$ cat src/design/timer_pair_pkg.sv
// constants shared by the dual 8-bit timer / event counter
package timer_pair_pkg;
   // word indices on the register bus (byte address is four times these)
   localparam logic [31:0] CS0_IDX  = 32'hfffff5c4;
   localparam logic [31:0] CS1_IDX  = 32'hfffff5c5;
   localparam logic [31:0] MC0_IDX  = 32'hfffff5c6;
   localparam logic [31:0] MC1_IDX  = 32'hfffff5c7;
   localparam logic [31:0] CMP0_IDX = 32'hfffff5c8;
   localparam logic [31:0] CMP1_IDX = 32'hfffff5c9;
   localparam logic [31:0] CNT0_IDX = 32'hfffff5ca;
   localparam logic [31:0] CNT1_IDX = 32'hfffff5cb;
   // mode control bit positions
   localparam int RUN_BIT  = 7;
   localparam int PWM_BIT  = 6;
   localparam int CASC_BIT = 4;
   localparam int SET_BIT  = 3;
   localparam int CLR_BIT  = 2;
   localparam int INV_BIT  = 1;
   localparam int OE_BIT   = 0;
   // stored bits: run, pwm, cascade (kept by channel 1 only), invert, enable (preset pair never stored)
   localparam logic [7:0] MC_STORE_MASK = 8'hd3;
   localparam logic [7:0] MC_RESET      = 8'h00;
   localparam logic [2:0] CS_RESET      = 3'h0;
   localparam logic [7:0] CMP_RESET     = 8'h00;
   localparam logic [7:0] CNT_RESET     = 8'h00;
   // clock select codes
   localparam logic [2:0] SEL_FALL  = 3'h0;
   localparam logic [2:0] SEL_RISE  = 3'h1;
   localparam logic [2:0] SEL_DIV1  = 3'h2;
   localparam logic [2:0] SEL_DIV2  = 3'h3;
   localparam logic [2:0] SEL_DIV4  = 3'h4;
   localparam logic [2:0] SEL_DIV64 = 3'h5;
   localparam logic [2:0] SEL_DIV256 = 3'h6;
   localparam logic [2:0] SEL_OTHER = 3'h7;
   typedef enum logic {BUS_IDLE, BUS_DONE} bus_state_t;
endpackage

$ cat src/design/timer_pair.sv
// dual 8-bit timer / event counter with avalon-mm register slave
//
// Register access over Avalon-MM was decided locally.
module timer_pair
   import timer_pair_pkg::*;
(
   input  wire logic        clk_i,
   input  wire logic        rst_i,
   input  wire logic [31:0] avs_address_i,
   input  wire logic        avs_read_i,
   input  wire logic        avs_write_i,
   input  wire logic [31:0] avs_writedata_i,
   input  wire logic [3:0]  avs_byteenable_i,
   output logic      [31:0] avs_readdata_o,
   output logic             avs_waitrequest_o,
   input  wire logic [1:0]  event_input_i,
   input  wire logic        other_timer_match_irq_i,
   output logic      [1:0]  timer_output_o,
   output logic      [1:0]  match_interrupt_o
);

   bus_state_t  bus_q;
   logic [31:0] rdata_q;
   logic [2:0]  cs_q       [2];
   logic [7:0]  mc_q       [2];
   logic [7:0]  cmp_q      [2];
   logic [7:0]  pwm_cmp_q  [2];
   logic [7:0]  cnt_q      [2];
   logic [1:0]  ff_q;
   logic [1:0]  irq_q;
   logic [7:0]  presc_q;
   logic [1:0]  sync1_q, sync2_q, sync3_q, lvl_q;
   logic [1:0]  rise, fall, tick, run, pwm, wr_mc, preset_set, preset_clr;
   logic        req, wr_fire, cascade;
   logic [15:0] cnt16, cmp16;
   logic [7:0]  wbyte;

   // one clock-select decode for both channels
   function automatic logic sel_tick(input logic [2:0] sel, input logic [7:0] p,
                                     input logic f, input logic r, input logic o);
      logic t;
      t = 1'b0;
      case (sel)
         SEL_FALL:   t = f;
         SEL_RISE:   t = r;
         SEL_DIV1:   t = 1'b1;
         SEL_DIV2:   t = p[0];
         SEL_DIV4:   t = &p[1:0];
         SEL_DIV64:  t = &p[5:0];
         SEL_DIV256: t = &p;
         default:    t = o;
      endcase
      return t;
   endfunction

   // register read mux shared by the bus logic
   function automatic logic [7:0] reg_read(input logic [31:0] a);
      logic [7:0] v;
      v = 8'h00;
      if (a == CS0_IDX) begin
         v = {5'h00, cs_q[0]};
      end else if (a == CS1_IDX) begin
         v = {5'h00, cs_q[1]};
      end else if (a == MC0_IDX) begin
         v = mc_q[0];
      end else if (a == MC1_IDX) begin
         v = mc_q[1];
      end else if (a == CMP0_IDX) begin
         v = cmp_q[0];
      end else if (a == CMP1_IDX) begin
         v = cmp_q[1];
      end else if (a == CNT0_IDX) begin
         v = cnt_q[0];
      end else if (a == CNT1_IDX) begin
         v = cnt_q[1];
      end
      return v;
   endfunction

   // bus handshake: every access waits exactly one cycle
   assign req               = avs_read_i | avs_write_i;
   assign avs_waitrequest_o = req & (bus_q != BUS_DONE);
   assign wr_fire           = avs_write_i & (bus_q == BUS_DONE) & avs_byteenable_i[0];
   assign wbyte             = avs_writedata_i[7:0];
   assign avs_readdata_o    = rdata_q;

   always_ff @(posedge clk_i) begin
      if (rst_i) begin
         bus_q <= BUS_IDLE;
      end else begin
         case (bus_q)
            BUS_IDLE: if (req) bus_q <= BUS_DONE;
            default:  bus_q <= BUS_IDLE;
         endcase
      end
   end

   // read data latched in the first cycle, stands through the answer edge
   always_ff @(posedge clk_i) begin
      if (rst_i) begin
         rdata_q <= 32'h0000_0000;
      end else if (avs_read_i && bus_q == BUS_IDLE) begin
         rdata_q <= {24'h00_0000, reg_read(avs_address_i)};
      end
   end

   // clock select: only three bits exist, upper bits read zero
   always_ff @(posedge clk_i) begin
      if (rst_i) begin
         cs_q[0] <= CS_RESET;
         cs_q[1] <= CS_RESET;
      end else if (wr_fire) begin
         if (avs_address_i == CS0_IDX) cs_q[0] <= wbyte[2:0];
         if (avs_address_i == CS1_IDX) cs_q[1] <= wbyte[2:0];
      end
   end

   assign wr_mc[0] = wr_fire & (avs_address_i == MC0_IDX);
   assign wr_mc[1] = wr_fire & (avs_address_i == MC1_IDX);

   // mode control: preset pair is never stored, so it reads zero
   always_ff @(posedge clk_i) begin
      if (rst_i) begin
         mc_q[0] <= MC_RESET;
         mc_q[1] <= MC_RESET;
      end else begin
         if (wr_mc[0]) mc_q[0] <= wbyte & MC_STORE_MASK & ~(8'h01 << CASC_BIT);
         if (wr_mc[1]) mc_q[1] <= wbyte & MC_STORE_MASK;
      end
   end

   // compare registers
   always_ff @(posedge clk_i) begin
      if (rst_i) begin
         cmp_q[0] <= CMP_RESET;
         cmp_q[1] <= CMP_RESET;
      end else if (wr_fire) begin
         if (avs_address_i == CMP0_IDX) cmp_q[0] <= wbyte;
         if (avs_address_i == CMP1_IDX) cmp_q[1] <= wbyte;
      end
   end

   // preset pulses act only on the write itself; 11 is ignored
   always_comb begin
      for (int i = 0; i < 2; i++) begin
         preset_set[i] = wr_mc[i] & wbyte[SET_BIT] & ~wbyte[CLR_BIT] & ~wbyte[PWM_BIT];
         preset_clr[i] = wr_mc[i] & ~wbyte[SET_BIT] & wbyte[CLR_BIT] & ~wbyte[PWM_BIT];
      end
   end

   // free-running prescaler, slower rates are enable pulses from it
   always_ff @(posedge clk_i) begin
      if (rst_i) begin
         presc_q <= 8'h00;
      end else begin
         presc_q <= presc_q + 8'h01;
      end
   end

   // event pins: three flops, a change counts once stages two and three agree
   always_ff @(posedge clk_i) begin
      if (rst_i) begin
         sync1_q <= 2'b00;
         sync2_q <= 2'b00;
         sync3_q <= 2'b00;
         lvl_q   <= 2'b00;
      end else begin
         sync1_q <= event_input_i;
         sync2_q <= sync1_q;
         sync3_q <= sync2_q;
         for (int i = 0; i < 2; i++) begin
            if (sync2_q[i] == sync3_q[i]) lvl_q[i] <= sync3_q[i];
         end
      end
   end

   assign rise    = sync2_q & sync3_q & ~lvl_q;
   assign fall    = ~sync2_q & ~sync3_q & lvl_q;
   assign cascade = mc_q[1][CASC_BIT];

   // count clock ticks; upper counter borrows the lower selection in cascade
   always_comb begin
      tick[0] = sel_tick(cs_q[0], presc_q, fall[0], rise[0], other_timer_match_irq_i);
      tick[1] = cascade ? tick[0]
                        : sel_tick(cs_q[1], presc_q, fall[1], rise[1], other_timer_match_irq_i);
      for (int i = 0; i < 2; i++) begin
         pwm[i] = mc_q[i][PWM_BIT] & ~(cascade);
         run[i] = mc_q[i][RUN_BIT];
      end
   end

   assign cnt16 = {cnt_q[1], cnt_q[0]};
   assign cmp16 = {cmp_q[1], cmp_q[0]};

   // counters and match pulses
   always_ff @(posedge clk_i) begin
      if (rst_i) begin
         cnt_q[0]     <= CNT_RESET;
         cnt_q[1]     <= CNT_RESET;
         pwm_cmp_q[0] <= CMP_RESET;
         pwm_cmp_q[1] <= CMP_RESET;
         irq_q        <= 2'b00;
      end else begin
         irq_q <= 2'b00;
         if (cascade) begin
            // either run bit low holds the 16-bit pair at zero
            if (!run[0] || !run[1]) begin
               cnt_q[0] <= CNT_RESET;
               cnt_q[1] <= CNT_RESET;
            end else if (tick[0]) begin
               if (cnt16 == cmp16) begin
                  cnt_q[0] <= CNT_RESET;
                  cnt_q[1] <= CNT_RESET;
                  irq_q[0] <= 1'b1;
               end else begin
                  {cnt_q[1], cnt_q[0]} <= cnt16 + 16'h0001;
               end
            end
         end else begin
            for (int i = 0; i < 2; i++) begin
               if (!run[i]) begin
                  cnt_q[i]     <= CNT_RESET;
                  pwm_cmp_q[i] <= cmp_q[i];
               end else if (tick[i]) begin
                  if (pwm[i]) begin
                     cnt_q[i] <= cnt_q[i] + 8'h01;
                     // new compare takes effect only at overflow
                     if (cnt_q[i] == 8'hff) begin
                        pwm_cmp_q[i] <= cmp_q[i];
                     end
                     if (cnt_q[i] + 8'h01 == pwm_cmp_q[i] && cnt_q[i] != 8'hff) begin
                        irq_q[i] <= 1'b1;
                     end
                  end else if (cnt_q[i] == cmp_q[i]) begin
                     cnt_q[i] <= CNT_RESET;
                     irq_q[i] <= 1'b1;
                  end else begin
                     cnt_q[i] <= cnt_q[i] + 8'h01;
                  end
               end
            end
         end
      end
   end

   assign match_interrupt_o = irq_q;

   // output flip-flops: presets, inversion on match, pwm active window
   always_ff @(posedge clk_i) begin
      if (rst_i) begin
         ff_q <= 2'b00;
      end else begin
         for (int i = 0; i < 2; i++) begin
            if (pwm[i] && !run[i]) begin
               ff_q[i] <= 1'b0;
            end else if (preset_set[i]) begin
               ff_q[i] <= 1'b1;
            end else if (preset_clr[i]) begin
               ff_q[i] <= 1'b0;
            end else if (pwm[i] && tick[i]) begin
               if (cnt_q[i] == 8'hff) begin
                  ff_q[i] <= (cmp_q[i] != 8'h00);
               end else if (cnt_q[i] + 8'h01 == pwm_cmp_q[i]) begin
                  ff_q[i] <= 1'b0;
               end
            end else if (!pwm[i] && mc_q[i][INV_BIT] && irq_q[i]) begin
               ff_q[i] <= ~ff_q[i];
            end
         end
      end
   end

   // pin drives straight from stored bits so mode changes show at once
   always_comb begin
      for (int i = 0; i < 2; i++) begin
         timer_output_o[i] = mc_q[i][OE_BIT] &
                             (pwm[i] ? (ff_q[i] ^ mc_q[i][INV_BIT]) : ff_q[i]);
      end
   end
endmodule

$ cat config.mk
export PLATFORM = sky130hd
export DESIGN_NAME = timer_pair
export DESIGN_NICKNAME = d
export VERILOG_FILES = /design/src/design/timer_pair_pkg.sv /design/src/design/timer_pair.sv
export SDC_FILE = /design/constraint.sdc
export NUM_CORES = 1
export LEC_CHECK = 0
export ABC_AREA = 1
export BUFFER_PORTS_ARGS = -buffer_cell sky130_fd_sc_hd__buf_4
export CAP_MARGIN = 20
export CORE_ASPECT_RATIO = 0.7
export CORE_MARGIN = 1
export CORE_UTILIZATION = 51
export DETAILED_ROUTE_END_ITERATION = 10
export GPL_TIMING_DRIVEN = 0
export PLACE_DENSITY = 0.74
export SYNTH_ARGS = -nofsm -noshare
export SYNTH_HDL_FRONTEND = slang
export SYNTH_SLANG_ARGS = --single-unit
export TNS_END_PERCENT = 20
$ cat constraint.sdc
create_clock -name clk_i -period 2.27 [get_ports clk_i]
set_input_delay 0.681 -clock clk_i [delete_from_list [all_inputs] [get_ports clk_i]]
set_output_delay 0.681 -clock clk_i [all_outputs]
set_load 0.03 [all_outputs]
## Yosys cells after proc, flatten, opt, wreduce, memory -nomap -nowiden

Memory sizes are Yosys's and may differ from the RTL's.
Cells that the tools add are included.

- Add/subtract/negate cells: 4
- $mul: 0
- Divide/modulo/power cells: 0
- Order comparisons: 0
- Equal/unequal tests: 36
- Shift operators: 0
- Muxes and demuxes: 106
- Bitwise logic cells: 50
- Reduce and logical (&&, ||, !) cells: 33

Operator list:

| kind | count |
|---|---|
| $eq A32 B32 Y1 const B | 8 |
| $mux W8 | 22 |
| $mux W1 | 74 |
| $mux W16 | 4 |
| $eq A8 B8 Y1 | 4 |
| $add A8 B1 Y8 const B | 3 |
| $and A1 B1 Y1 | 21 |
| $eq A3 B3 Y1 const B | 6 |
| $add A16 B1 Y16 const B | 1 |
| $eq A16 B16 Y1 | 1 |
| $eq A8 B8 Y1 const B | 2 |
| $ne A8 B8 Y1 const B | 2 |
| $reduce_bool A8 Y1 | 2 |
| $pmux W1 S7 | 2 |
| $eq A3 B2 Y1 const B | 4 |
| $logic_and A1 B1 Y1 | 11 |
| $or A1 B1 Y1 | 11 |
| $mux W5 | 2 |
| $ne A5 B5 Y1 const B | 2 |
| $reduce_and A2 Y1 | 5 |
| $ne A3 B2 Y1 const B | 3 |
| $not A1 Y1 | 9 |
| $and A2 B2 Y2 | 4 |
| $reduce_and A8 Y1 | 1 |
| 12 further kinds | 25 |

- Register bits: 45
- Bits in latches: 0
- Bits in writable memories: 48
- Memory bits (read-only): 0
- Input bits: 75
- Output and inout bits: 37
- Logic and storage cells: 247
- Memories kept: 4

Memories:

| memory | depth | width | rd ports | clocked after Yosys merged registers in | write ports | line | source |
|---|---|---|---|---|---|---|---|
| cmp_q | 2 | 8 | 2 | 0 | 2 | timer_pair.sv:26 | `logic [7:0] cmp_q [2];` |
| pwm_cmp_q | 2 | 8 | 2 | 0 | 2 | timer_pair.sv:27 | `logic [7:0] pwm_cmp_q [2];` |
| mc_q | 2 | 5 | 2 | 0 | 2 | timer_pair.sv:25 | `logic [7:0] mc_q [2];` |
| cs_q | 2 | 3 | 2 | 0 | 2 | timer_pair.sv:24 | `logic [2:0] cs_q [2];` |

## Logic depth before layout (Yosys ltp)

Gate-level depths: netlist (run 1).

- Depth after elaboration: 11
- Mapped depth: 15
- Gate-level depth less buffers: 15

## Worst setup path after synthesis (run 1)

OpenSTA, ideal clock, no wires.

- Kind: input -> register
- From: input avs_address_i[4]
- To: memory cmp_q[0][0], enable pin
- Library setup time: 384 ps
- Arrival: 1956 ps
- Data required time: 1886 ps
- Path slack: -70 ps
- Cell stages on the path: 7
- Buffers on the path: 0
- Path through: inv_1 > nand2_1 > nor2_4 > nand2_1 > nor2_1 > nand3_1 > o21ai_0

RTL lines:

| element | line | source |
|---|---|---|
| from (decl) | timer_pair.sv:9 | `input wire logic [31:0] avs_address_i,` |
| to (decl) | timer_pair.sv:26 |  |

==> key figures, run 1 <==
Global route
  • First-pass GRT wire length: 26.7 mm
  • Largest net degree at the start of global routing: 17
  • Vias in the first global route: 5126
  • Grt ovf: 0
  • GRT Util Overall: 28.4%
  • Antenna violations before repair: 0

Critical path
  • Startpoint Class: flop
  • CP max stage delay: 0.47 ns
  • Crit end category: output port
  • Crit-path slowest cell: edfxtp_1
  • Worst path depth: 6
  • Buf+Inv Stages, Crit Path: 2
  • Worst-path maximum fanout: 7
  • Critical Path AT: 1.58 ns
  • Critical path class: reg2out
  • Req. time, crit path: 1.59 ns
  • CP Cell Sequence: inv_2, nand2_2, o21ai_1, nand2_1, nor2_1, buf_4
  • CP delay by family, top: flip-flops
  • R2R cell count: 12

STA
  • Final setup fails: 0
  • Clock Skew: 0.00718 ns
  • Slew HR: 55.3%
  • Final worst path period share: 99.7%
  • Hold WS: 0.409 ns
  • Fin worst setup slack: 0.00775 ns
  • Final slew viol count: 0
  • Unrepaired setup endpoints after global routing: yes
  • Crit path time final: 2.26 ns
  • Fmax: 0.442 GHz
  • Tightest Pin Transition: 0.664 ns
  • Final Hold Fails: 0

Drt
  • DR DRC count: 0
  • DRT iter0 DRCs: 646
  • Vias/cell: 5.33
  • Routed via count: 5996
  • First drt pass iteration count: 6
  • Routed WL per cell: 15.3 um
  • Post-Route WL: 17.2 mm
  • Antenna Violating Nets Remaining: 0

CTS
  • Clock latency on the worst-skew pair: 0.35 ns
  • Hold-fix buffers, CTS: 0
  • CTS clk-pin slew, worst paths: 0.06 ns
  • H-tree Lvls: 3
  • CTS buffer count: 9
  • CTS sink count: 92
  • Root Driver: clkbuf_16
  • CTS tree: built
  • Clock buffer depth: 2

Final layout
  • Fillers: 998
  • Syn-to-layout area delta: 19.2%
  • Post-layout instance area: 0.00719 mm^2
  • Inserted Diodes: 0
  • Share of cells above drive strength 1: 17.1%
  • Layout Nets: 1050
  • Util after Layout: 63.9%

Power and ir drop
  • Design Power: 0.00390 W
  • PD cells: 542 mW/mm^2
  • Leakage power figure: 3.34 nW
  • Worst IR Drop VDD: 0.404 mV

Synthesis
  • #FFs+latches synth: 92
  • Syn Std Cell Area: 0.00603 mm^2
  • Top-area cell type share of the netlist area: 23.4%
  • Area leader, netlist: edfxtp_1
  • Synth Area in Compound Gates: 10.0%
  • Post-synthesis xor/xnor area fraction: 3.05%
  • Synth Area in Adders: 1.45%
  • Combinational family with the most area after synthesis: simple AND/OR/NAND/NOR gates
  • Post-synthesis mux area share: 0%
  • Synth cell types: 46
  • YS warnings: 0
  • Seq/Total Area, Yosys: 38.3%
  • Mean Syn Cell Area: 6.94 um^2
  • Cells after Synth: 869
  • Top cells by area, synth: edfxtp_1 23%, dfxtp_1 15%, nand2_1 13%
  • Simple logic cell fraction of the synthesized area: 35.3%

Placed design
  • Routability congestion estimate: 0.945
  • Detail Placement HPWL: 13.2 mm
  • Pre-CTS WS: -0.601 ns
  • Post-Place Cell Area: 0.00676 mm^2
  • PortBufs: 59

Floorplan
  • CORE AREA: 0.0113 mm^2
  • DIE HEIGHT: 93 um
  • Full die area: 0.0123 mm^2
  • # rows: 32
  • DIE WIDTH: 132 um
  • Starting density of the core: 53.6%
  • Top Ports: 112

Min path
  • Min-delay worst type: reg2reg
  • Hold path cells: 2

Flow run
  • Max-cap violation count: 0

Outcome
  • Status: finished, final reports clean
tightest hold or removal path, cell delays in order, from the launching register on:
cell and delay (ns):
dfxtp_1 0.30, inv_1 0.04, nor2_1 0.03
path summary, 6_finish.rpt:
kind | from | to | slack [ns]
worst min register to register | sync1_q[1] | sync2_q[1] | 0.41
worst max-delay path | mc_q[0][7] | timer_output_o[1] | 0.008
worst min-delay path | sync1_q[1] | sync2_q[1] | 0.41
worst max register to register | presc_q[0] | pwm_cmp_q[1][4] | 0.14
synth_stat cells (all sizes together):
cell	count
nand2	223
nor2	134
inv	119
nand3	70
edfxtp	47
a21oi	46
dfxtp	45
o21ai	45
buf	33
nand4	25
nor3	18
xor2	17
ha	7
clkbuf	6
o211ai	5
nand3b	4
o22ai	4
xnor2	4
and3	3
nor4	3
o211a	2
a211oi	1
a22o	1
and2	1
and3b	1
clkinv	1
conb	1
o21a	1
o21bai	1
or2	1
metrics by stage:
stage          instances  setup TNS (ns)
6_report            1126               0
3_3_place_gp        1104          -27.23
5_1_grt             1126          -0.113
2_1_floorplan        892          -0.557
4_1_cts             1122         -0.0405
3_5_place_dp        1105          -24.61
logic make-up after synthesis:
logic type	after synthesis
simple gates	483
buf+inv	159
compound gates	106
flops	92
xor+xnor	21
fa+ha+maj	7
other cells	1
report_power, final:
| part | internal (W) | switching (W) |
|---|---|---|
| Sequential | 0.00181 | 0.0000607 |
| Combinational | 0.000199 | 0.000331 |
| Clock | 0.000854 | 0.000648 |
state kept, by name, summed over array words and instances, names as in the netlist:
signal / flops
avs_readdata_o: 8
bus_q: 1
cmp_q: 16
cnt16: 16
cs_q: 6
ff_q: 2
lvl_q: 2
match_interrupt_o: 2
mc_q: 9
presc_q: 8
pwm_cmp_q: 16
sync1_q: 2
sync2_q: 2
sync3_q: 2
area by class of cell:
class | instances | area (um^2) | share of cell area (%)
multi-input combinational | 641 | 3150 | 43.8
sequential | 92 | 2320 | 32.3
timing repair buffer | 65 | 514 | 7.15
inverter | 120 | 455 | 6.33
buffer | 39 | 262 | 3.64
clock buffer | 10 | 229 | 3.18
tap | 153 | 191 | 2.66
clock inverter | 6 | 63.8 | 0.887
cell usage in the layout (no fill, tap or decap), drive strengths merged, types with 5 or more instances in the layout:
master,count
a21oi,46
buf,98
clkbuf,16
conb,24
dfxtp,45
edfxtp,47
ha,7
inv,120
nand2,223
nand3,70
nand4,25
nor2,134
nor3,18
o211ai,5
o21ai,45
xor2,17
per-layer routing:
| metal | up-vias | part of all wire, % | GRT usage (%) |
|---|---|---|---|
| met5 | - | 0 | 0 |
| met1 | 2636 | 46 | 41.7 |
| li1 | 2982 | - | - |
| met4 | 0 | 1.7 | 9.11 |
| met2 | 342 | 41 | 41.3 |
| met3 | 36 | 11 | 6.07 |
what timing repair did:
item	CTS	global route
resized for setup	8	23
pin swaps	1	2
setup buffers	1	4
endpoints found under the setup margin	36	47
Note: power is estimated with default switching activity, not from simulation.
==> run 2, diff against run 1 <==
--- a/config.mk
+++ b/config.mk
@@ -11,8 +11,8 @@
 export CORE_ASPECT_RATIO = 0.7
 export CORE_MARGIN = 1
-export CORE_UTILIZATION = 51
+export CORE_UTILIZATION = 49
 export DETAILED_ROUTE_END_ITERATION = 10
 export GPL_TIMING_DRIVEN = 0
-export PLACE_DENSITY = 0.74
+export PLACE_DENSITY = 0.72
 export SYNTH_ARGS = -nofsm -noshare
 export SYNTH_HDL_FRONTEND = slang
==> constraint.sdc (replaced) <==
create_clock -name clk_i -period 2.27 [get_ports clk_i]
set_input_delay 0.1135 -clock clk_i [delete_from_list [all_inputs] [get_ports clk_i]]
set_output_delay 0.1135 -clock clk_i [all_outputs]
set_load 0.03 [all_outputs]
==> run 2 against run 1 <==
Compared with the run above:
- sequential share of layout area about the same
- worst setup slack better by 0.14 ns
- sequential power about the same
- core utilization down 3.4 points
- non-clock buffer count up 4
- critical path type is now reg2reg
- largest power group unchanged
==> key figures, run 2 (synthesis results as in run 1) <==
Drt
  • Routed via count: 5963 (-0.55%)
  • Routed WL per cell: 14.9 um (-2.5%)
  • Post-Route WL: 16.9 mm (-1.8%)
  • DR DRC count: 0 (unchanged)
  • Antenna Violating Nets Remaining: 0 (unchanged)
  • First drt pass iteration count: 5 (-1)
  • DRT iter0 DRCs: 653 (+1.1%)
  • Vias/cell: 5.26 (-1.3%)

STA
  • Tightest Pin Transition: 0.723 ns (+0.0591 ns)
  • Final Hold Fails: 0 (unchanged)
  • Final setup fails: 0 (unchanged)
  • Slew HR: 51.3% (-4.0 points)
  • Final TNS setup: 0 ns (unchanged)
  • Unrepaired setup endpoints after global routing: no
  • Final worst path period share: 93.5% (-6.2 points)
  • Hold WS: 0.0834 ns (-0.325 ns)
  • Clock Skew: 0.00598 ns (-0.00120 ns)
  • Crit path time final: 2.12 ns (-0.140 ns)
  • Fmax: 0.471 GHz (+6.6%)
  • Final slew viol count: 0 (unchanged)

Outcome
  • Status: finished, final reports clean

Floorplan
  • DIE HEIGHT: 94.8 um (+2.0%)
  • DIE WIDTH: 135 um (+2.0%)
  • CORE AREA: 0.0119 mm^2 (+5.3%)
  • Full die area: 0.0128 mm^2 (+4.0%)
  • Starting density of the core: 50.9% (-2.7 points)
  • Top Ports: 112 (unchanged)
  • # rows: 33 (+3.1%)

Global route
  • GRT Util Overall: 27.8% (-0.68 points)
  • Antenna violations before repair: 0 (unchanged)
  • Largest net degree at the start of global routing: 16 (-1)
  • Vias in the first global route: 5307 (+3.5%)
  • Grt ovf: 0 (unchanged)
  • First-pass GRT wire length: 26.9 mm (+0.78%)

Final layout
  • FF+latch area: 0.00232 mm^2 (-0.11%)
  • Share of cells above drive strength 1: 16.4% (-0.68 points)
  • Area of the multi-input gates: 0.00314 mm^2 (-0.52%)
  • Inserted Diodes: 0 (unchanged)
  • Syn-to-layout area delta: 18.9%
  • Layout Nets: 1054 (+0.38%)
  • Most frequent cells in the layout: 211 x nand2_1, 122 x nor2_1, 114 x inv_1
  • Fillers: 1105 (+11%)
  • Commonest non-fill, non-tap cell in the layout: nand2_1

Min path
  • Min-delay worst type: in2reg

CTS
  • H-tree Lvls: 3 (unchanged)
  • CTS sink count: 92 (unchanged)
  • CTS clk-pin slew, worst paths: 0.07 ns (about the same)
  • Clock buffer depth: 2 (unchanged)
  • CTS tree: built
  • CTS buffer count: 9 (unchanged)
  • Root Driver: clkbuf_16
  • Clock latency on the worst-skew pair: 0.34 ns (about the same)

Critical path
  • Critical path class: reg2reg
  • R2R Path End: pwm_cmp_q[1][3]
  • R2R cell count: 11 (-1)
  • CP Cell Sequence: ha_1, nand3_1, nor2_2, nand2_1, nor3_4, nand3_1, nand2_1, nand2_2, o21ai_4, a21oi_4, nor2_1
  • Req. time, crit path: 2.46 ns (+0.87 ns)
  • Worst-path maximum fanout: 8 (+1)
  • CP startpoint: cnt16[0]
  • Startpoint Class: flop
  • CP max stage delay: 0.40 ns (-0.07 ns)
  • Reg-to-Reg Start: cnt16[0]
  • Worst setup path endpoint: pwm_cmp_q[1][3]
  • Crit-path slowest cell: dfxtp_2
  • Crit end category: flop
  • Flop-to-flop setup slack: 0.15 ns (about the same)
  • Critical Path AT: 2.32 ns (+0.74 ns)

Power and ir drop
  • Leakage power figure: 3.32 nW (-0.63%)
  • PD cells: 532 mW/mm^2 (-1.9%)
  • Worst IR Drop VDD: 0.421 mV (+4.3%)
  • Design Power: 0.00382 W (-2.1%)

Flow run
  • Max-cap violation count: 0 (unchanged)

Placed design
  • Detail Placement HPWL: 13.3 mm (+0.72%)
  • Routability congestion estimate: 0.966 (+2.2%)
  • PortBufs: 59 (unchanged)
run 2: how the worst min path moves through the flow:
stage | from | to | slack [ns] | depth (start not counted)
floorplan | event_input_i[0] | sync1_q[0] | 0.22 | 2
global placement | event_input_i[1] | sync1_q[1] | 0.32 | 3
detailed placement | event_input_i[0] | sync1_q[0] | 0.33 | 3
CTS | avs_read_i | bus_q | 0.09 | 3
global route | avs_read_i | bus_q | 0.11 | 3
finish | avs_read_i | bus_q | 0.08 | 3
run 2: power by group:
part	total, W	internal, W	switching (W)	leakage (nW)
registers	0.00187	0.00181	0.0000611	0.858
logic	0.000524	0.000198	0.000326	2.33
clock network	0.00142	0.000773	0.000651	0.126
total	0.00382	0.00278	0.00104	3.32
run 2: routing by layer:
layer	global-route usage, %	vias up	wire length (um)
met4	7.96	0	293
met2	40.5	319	6650
li1	-	2990	-
met1	40.1	2624	7910
met3	7.14	30	2040
met5	0	-	0
run 2: per-stage QoR:
| step | util [%] | cells | setup slack, ns | area, um^2 |
|---|---|---|---|---|
| floorplan | - | 892 | 0.264 | 6120 |
| global placement | 57.0 | 1108 | -0.303 | 6760 |
| detailed placement | 57.1 | 1110 | -0.121 | 6770 |
| CTS | 59.8 | 1130 | 0.0513 | 7090 |
| global route | 60.5 | 1134 | 0.00151 | 7170 |
| finish | 60.5 | 1134 | 0.148 | 7170 |
run 2: timing repair:
item                                    4_1_cts  5_1_grt
hold buffers                                  2        0
pin swaps                                     0        4
resized for setup                             2       13
endpoints found under the hold margin         2        0
buffers inserted                              2        4
endpoints found under the setup margin       19       40
cloned                                        0        0
run 2: worst max-delay path, delay by kind of cell, from the launching register on:
| family | cells | cell delay (ns) |
|---|---|---|
| adders and majority gates | 1 | 0.20 |
| and+or+nand+nor | 8 | 1.11 |
| DFF | 1 | 0.40 |
| AOI/OAI and AO/OA | 2 | 0.23 |
run 2: area by class of cell:
cell class / count / area share, %
multi-input combinational: 641 / 43.7
sequential: 92 / 32.3
timing repair buffer: 69 / 7.40
inverter: 120 / 6.31
buffer: 39 / 3.61
clock buffer: 11 / 3.38
tap: 157 / 2.74
clock inverter: 5 / 0.488
==> run 3, diff against run 2 <==
==> constraint.sdc (replaced) <==
create_clock -name clk_i -period 2.27 [get_ports clk_i]
set_input_delay 0.3405 -clock clk_i [delete_from_list [all_inputs] [get_ports clk_i]]
set_output_delay 0.3405 -clock clk_i [all_outputs]
set_load 0.03 [all_outputs]
==> run 3 against run 2 <==
Compared with the run above:
- global-route usage about the same
- hold slack gained 0.12 ns
- clock power barely moved
- worst setup slack lost 0.012 ns
- via count is the same
- critical path type is now in2reg
- core utilization is 0.40 points lower
- cell count down 0.26%
- critical path depth shrank 2
- non-clock buffer count decreased by 3
==> key figures, run 3 (synthesis results as in run 1) <==
Global route
  • Vias in the first global route: 5300 (-0.13%)
  • First-pass GRT wire length: 26.9 mm (-0.13%)
  • Largest net degree at the start of global routing: 16 (unchanged)
  • GRT Util Overall: 27.7% (about the same)
  • Grt ovf: 0 (unchanged)
  • Antenna violations before repair: 0 (unchanged)

Power and ir drop
  • Leakage power figure: 3.30 nW (-0.46%)
  • Design Power: 0.00381 W (-0.11%)
  • PD cells: 535 mW/mm^2 (+0.55%)
  • Worst IR Drop VDD: 0.420 mV (-0.19%)

Floorplan
  • Full die area: 0.0128 mm^2 (unchanged)
  • Starting density of the core: 50.9% (unchanged)
  • CORE AREA: 0.0119 mm^2 (unchanged)
  • Top Ports: 112 (unchanged)
  • DIE WIDTH: 135 um (unchanged)
  • # rows: 33 (unchanged)
  • DIE HEIGHT: 94.8 um (unchanged)

Final layout
  • Fillers: 1110 (+0.45%)
  • Commonest non-fill, non-tap cell in the layout: nand2_1
  • Layout Nets: 1051 (-0.28%)
  • Most frequent cells in the layout: 211 x nand2_1, 122 x nor2_1, 114 x inv_1
  • Inserted Diodes: 0 (unchanged)
  • Syn-to-layout area delta: 18.1%
  • Non-Filler Instances: 1131 (-0.26%)
  • FF+latch area: 0.00232 mm^2 (unchanged)
  • Area of the multi-input gates: 0.00312 mm^2 (-0.64%)
  • Share of cells above drive strength 1: 16.1% (-0.26 points)

STA
  • Final worst path period share: 94.0% (+0.53 points)
  • Hold WS: 0.207 ns (+0.124 ns)
  • Clock Skew: 0.00807 ns (+0.00209 ns)
  • Final Hold Fails: 0 (unchanged)
  • Tightest Pin Transition: 0.701 ns (-0.0219 ns)
  • Slew HR: 52.8% (+1.5 points)
  • Final setup fails: 0 (unchanged)
  • Fmax: 0.469 GHz (-0.57%)
  • Crit path time final: 2.13 ns (+0.0121 ns)
  • Unrepaired setup endpoints after global routing: yes
  • Final slew viol count: 0 (unchanged)

CTS
  • CTS tree: built
  • Clock latency on the worst-skew pair: 0.35 ns (about the same)
  • CTS buffer count: 9 (unchanged)
  • CTS clk-pin slew, worst paths: 0.07 ns (about the same)
  • H-tree Lvls: 3 (unchanged)
  • CTS sink count: 92 (unchanged)
  • Root Driver: clkbuf_16
  • Clock buffer depth: 2 (unchanged)

Min path
  • End of the worst hold path: sync1_q[0]
  • Hold path start: event_input_i[0]
  • Min-delay worst type: in2reg
  • Hold path cells: 3 (unchanged)

Drt
  • Post-Route WL: 16.9 mm (-0.21%)
  • First drt pass iteration count: 5 (unchanged)
  • DR WL met2: 6.67 mm (+0.20%)
  • Max Used Layer: met4
  • Routed via count: 5963 (unchanged)
  • Routed WL per cell: 14.9 um (about the same)
  • Antenna Violating Nets Remaining: 0 (unchanged)
  • Vias/cell: 5.27 (+0.27%)
  • DRT iter0 DRCs: 678 (+3.8%)
  • Routed met3 length: 1.86 mm (-9.0%)
  • DRT met1 WL: 8.04 mm (+1.6%)
  • DR DRC count: 0 (unchanged)

Critical path
  • CP delay by family, top: simple AND/OR/NAND/NOR gates
  • Reg-to-Reg Start: cnt16[0]
  • Critical path class: in2reg
  • Crit end category: flop
  • Buf+Inv Stages, Crit Path: 3 (+3)
  • R2R cell count: 11 (unchanged)
  • Critical Path AT: 2.19 ns (-0.13 ns)
  • CP Cell Sequence: buf_4, inv_1, nand2_1, nor2_1, nand2_2, nor2_1, nand2_1, o21ai_0, buf_2
  • Crit-path slowest cell: o21ai_0
  • R2R Path End: pwm_cmp_q[1][3]
  • Req. time, crit path: 2.32 ns (-0.14 ns)
  • Startpoint Class: input port
  • CP max stage delay: 0.49 ns (+0.09 ns)
  • Flop-to-flop setup slack: 0.15 ns (about the same)
  • Worst-path maximum fanout: 9 (+1)

Outcome
  • Status: finished, final reports clean

Placed design
  • PortBufs: 59 (unchanged)
  • Detail Placement HPWL: 13.3 mm (unchanged)
  • Cell count after placement: 1110 (unchanged)
  • Routability congestion estimate: 0.966 (unchanged)

Flow run
  • Max-cap violation count: 0 (unchanged)
## run 3: metrics by stage
stage / setup WS [ns] / area, um^2 / setup TNS [ns] / util (%)
6_report: 0.136 / 7130 / 0 / 60.1
2_1_floorplan: 0.264 / 6120 / 0 / -
5_1_grt: -0.0145 / 7130 / -0.0145 / 60.1
3_5_place_dp: -0.157 / 6770 / -3.30 / 57.1
4_1_cts: 0.0513 / 7070 / 0 / 59.7
3_3_place_gp: -0.530 / 6760 / -9.36 / 57.0
## run 3: how the worst max path moves through the flow
| stage | start | to | slack (ns) | cells after the start |
|---|---|---|---|---|
| 5_1_grt | cnt16[8] | ff_q[1] | -0.01 | 12 |
| 4_1_cts | cnt16[0] | pwm_cmp_q[1][0] | 0.05 | 11 |
| 2_1_floorplan | presc_q[0] | pwm_cmp_q[1][0] | 0.26 | 11 |
| 6_report | avs_address_i[9] | cmp_q[0][10] | 0.14 | 9 |
| 3_3_place_gp | avs_address_i[9] | cmp_q[0][13] | -0.53 | 8 |
| 3_5_place_dp | avs_address_i[9] | cmp_q[0][12] | -0.16 | 9 |
## run 3: what timing repair did
item                       4_1_cts  5_1_grt
hold buffers                     0        0
pin swaps                        0        2
gates resized for setup          2       11
setup endpoints to repair       19       41
setup buffers                    2        3
## run 3: power breakdown
part | internal, W | switching (W)
registers | 0.00181 | 0.0000600
logic | 0.000195 | 0.000324
clock network | 0.000773 | 0.000652
total | 0.00278 | 0.00104
## run 3: routing by layer
layer  vias up  GRT usage [%]
li1       2987              -
met1      2641           40.0
met2       307           40.5
met3        28           7.14
met4         0           7.96
met5         -              0
## run 3: tightest hold or removal path: stages
cell and delay (ns):
buf_4 0.07, inv_1 0.03, nor2_1 0.07
## run 3: layout make-up
class,instances,share of cell area (%)
repair buffers,66,7.06
clock inverters,5,0.492
plain buffers,39,3.63
flip-flops and latches,92,32.6
inverters,120,6.36
multi-input cells,641,43.7
well taps,157,2.76
clock buffers,11,3.41
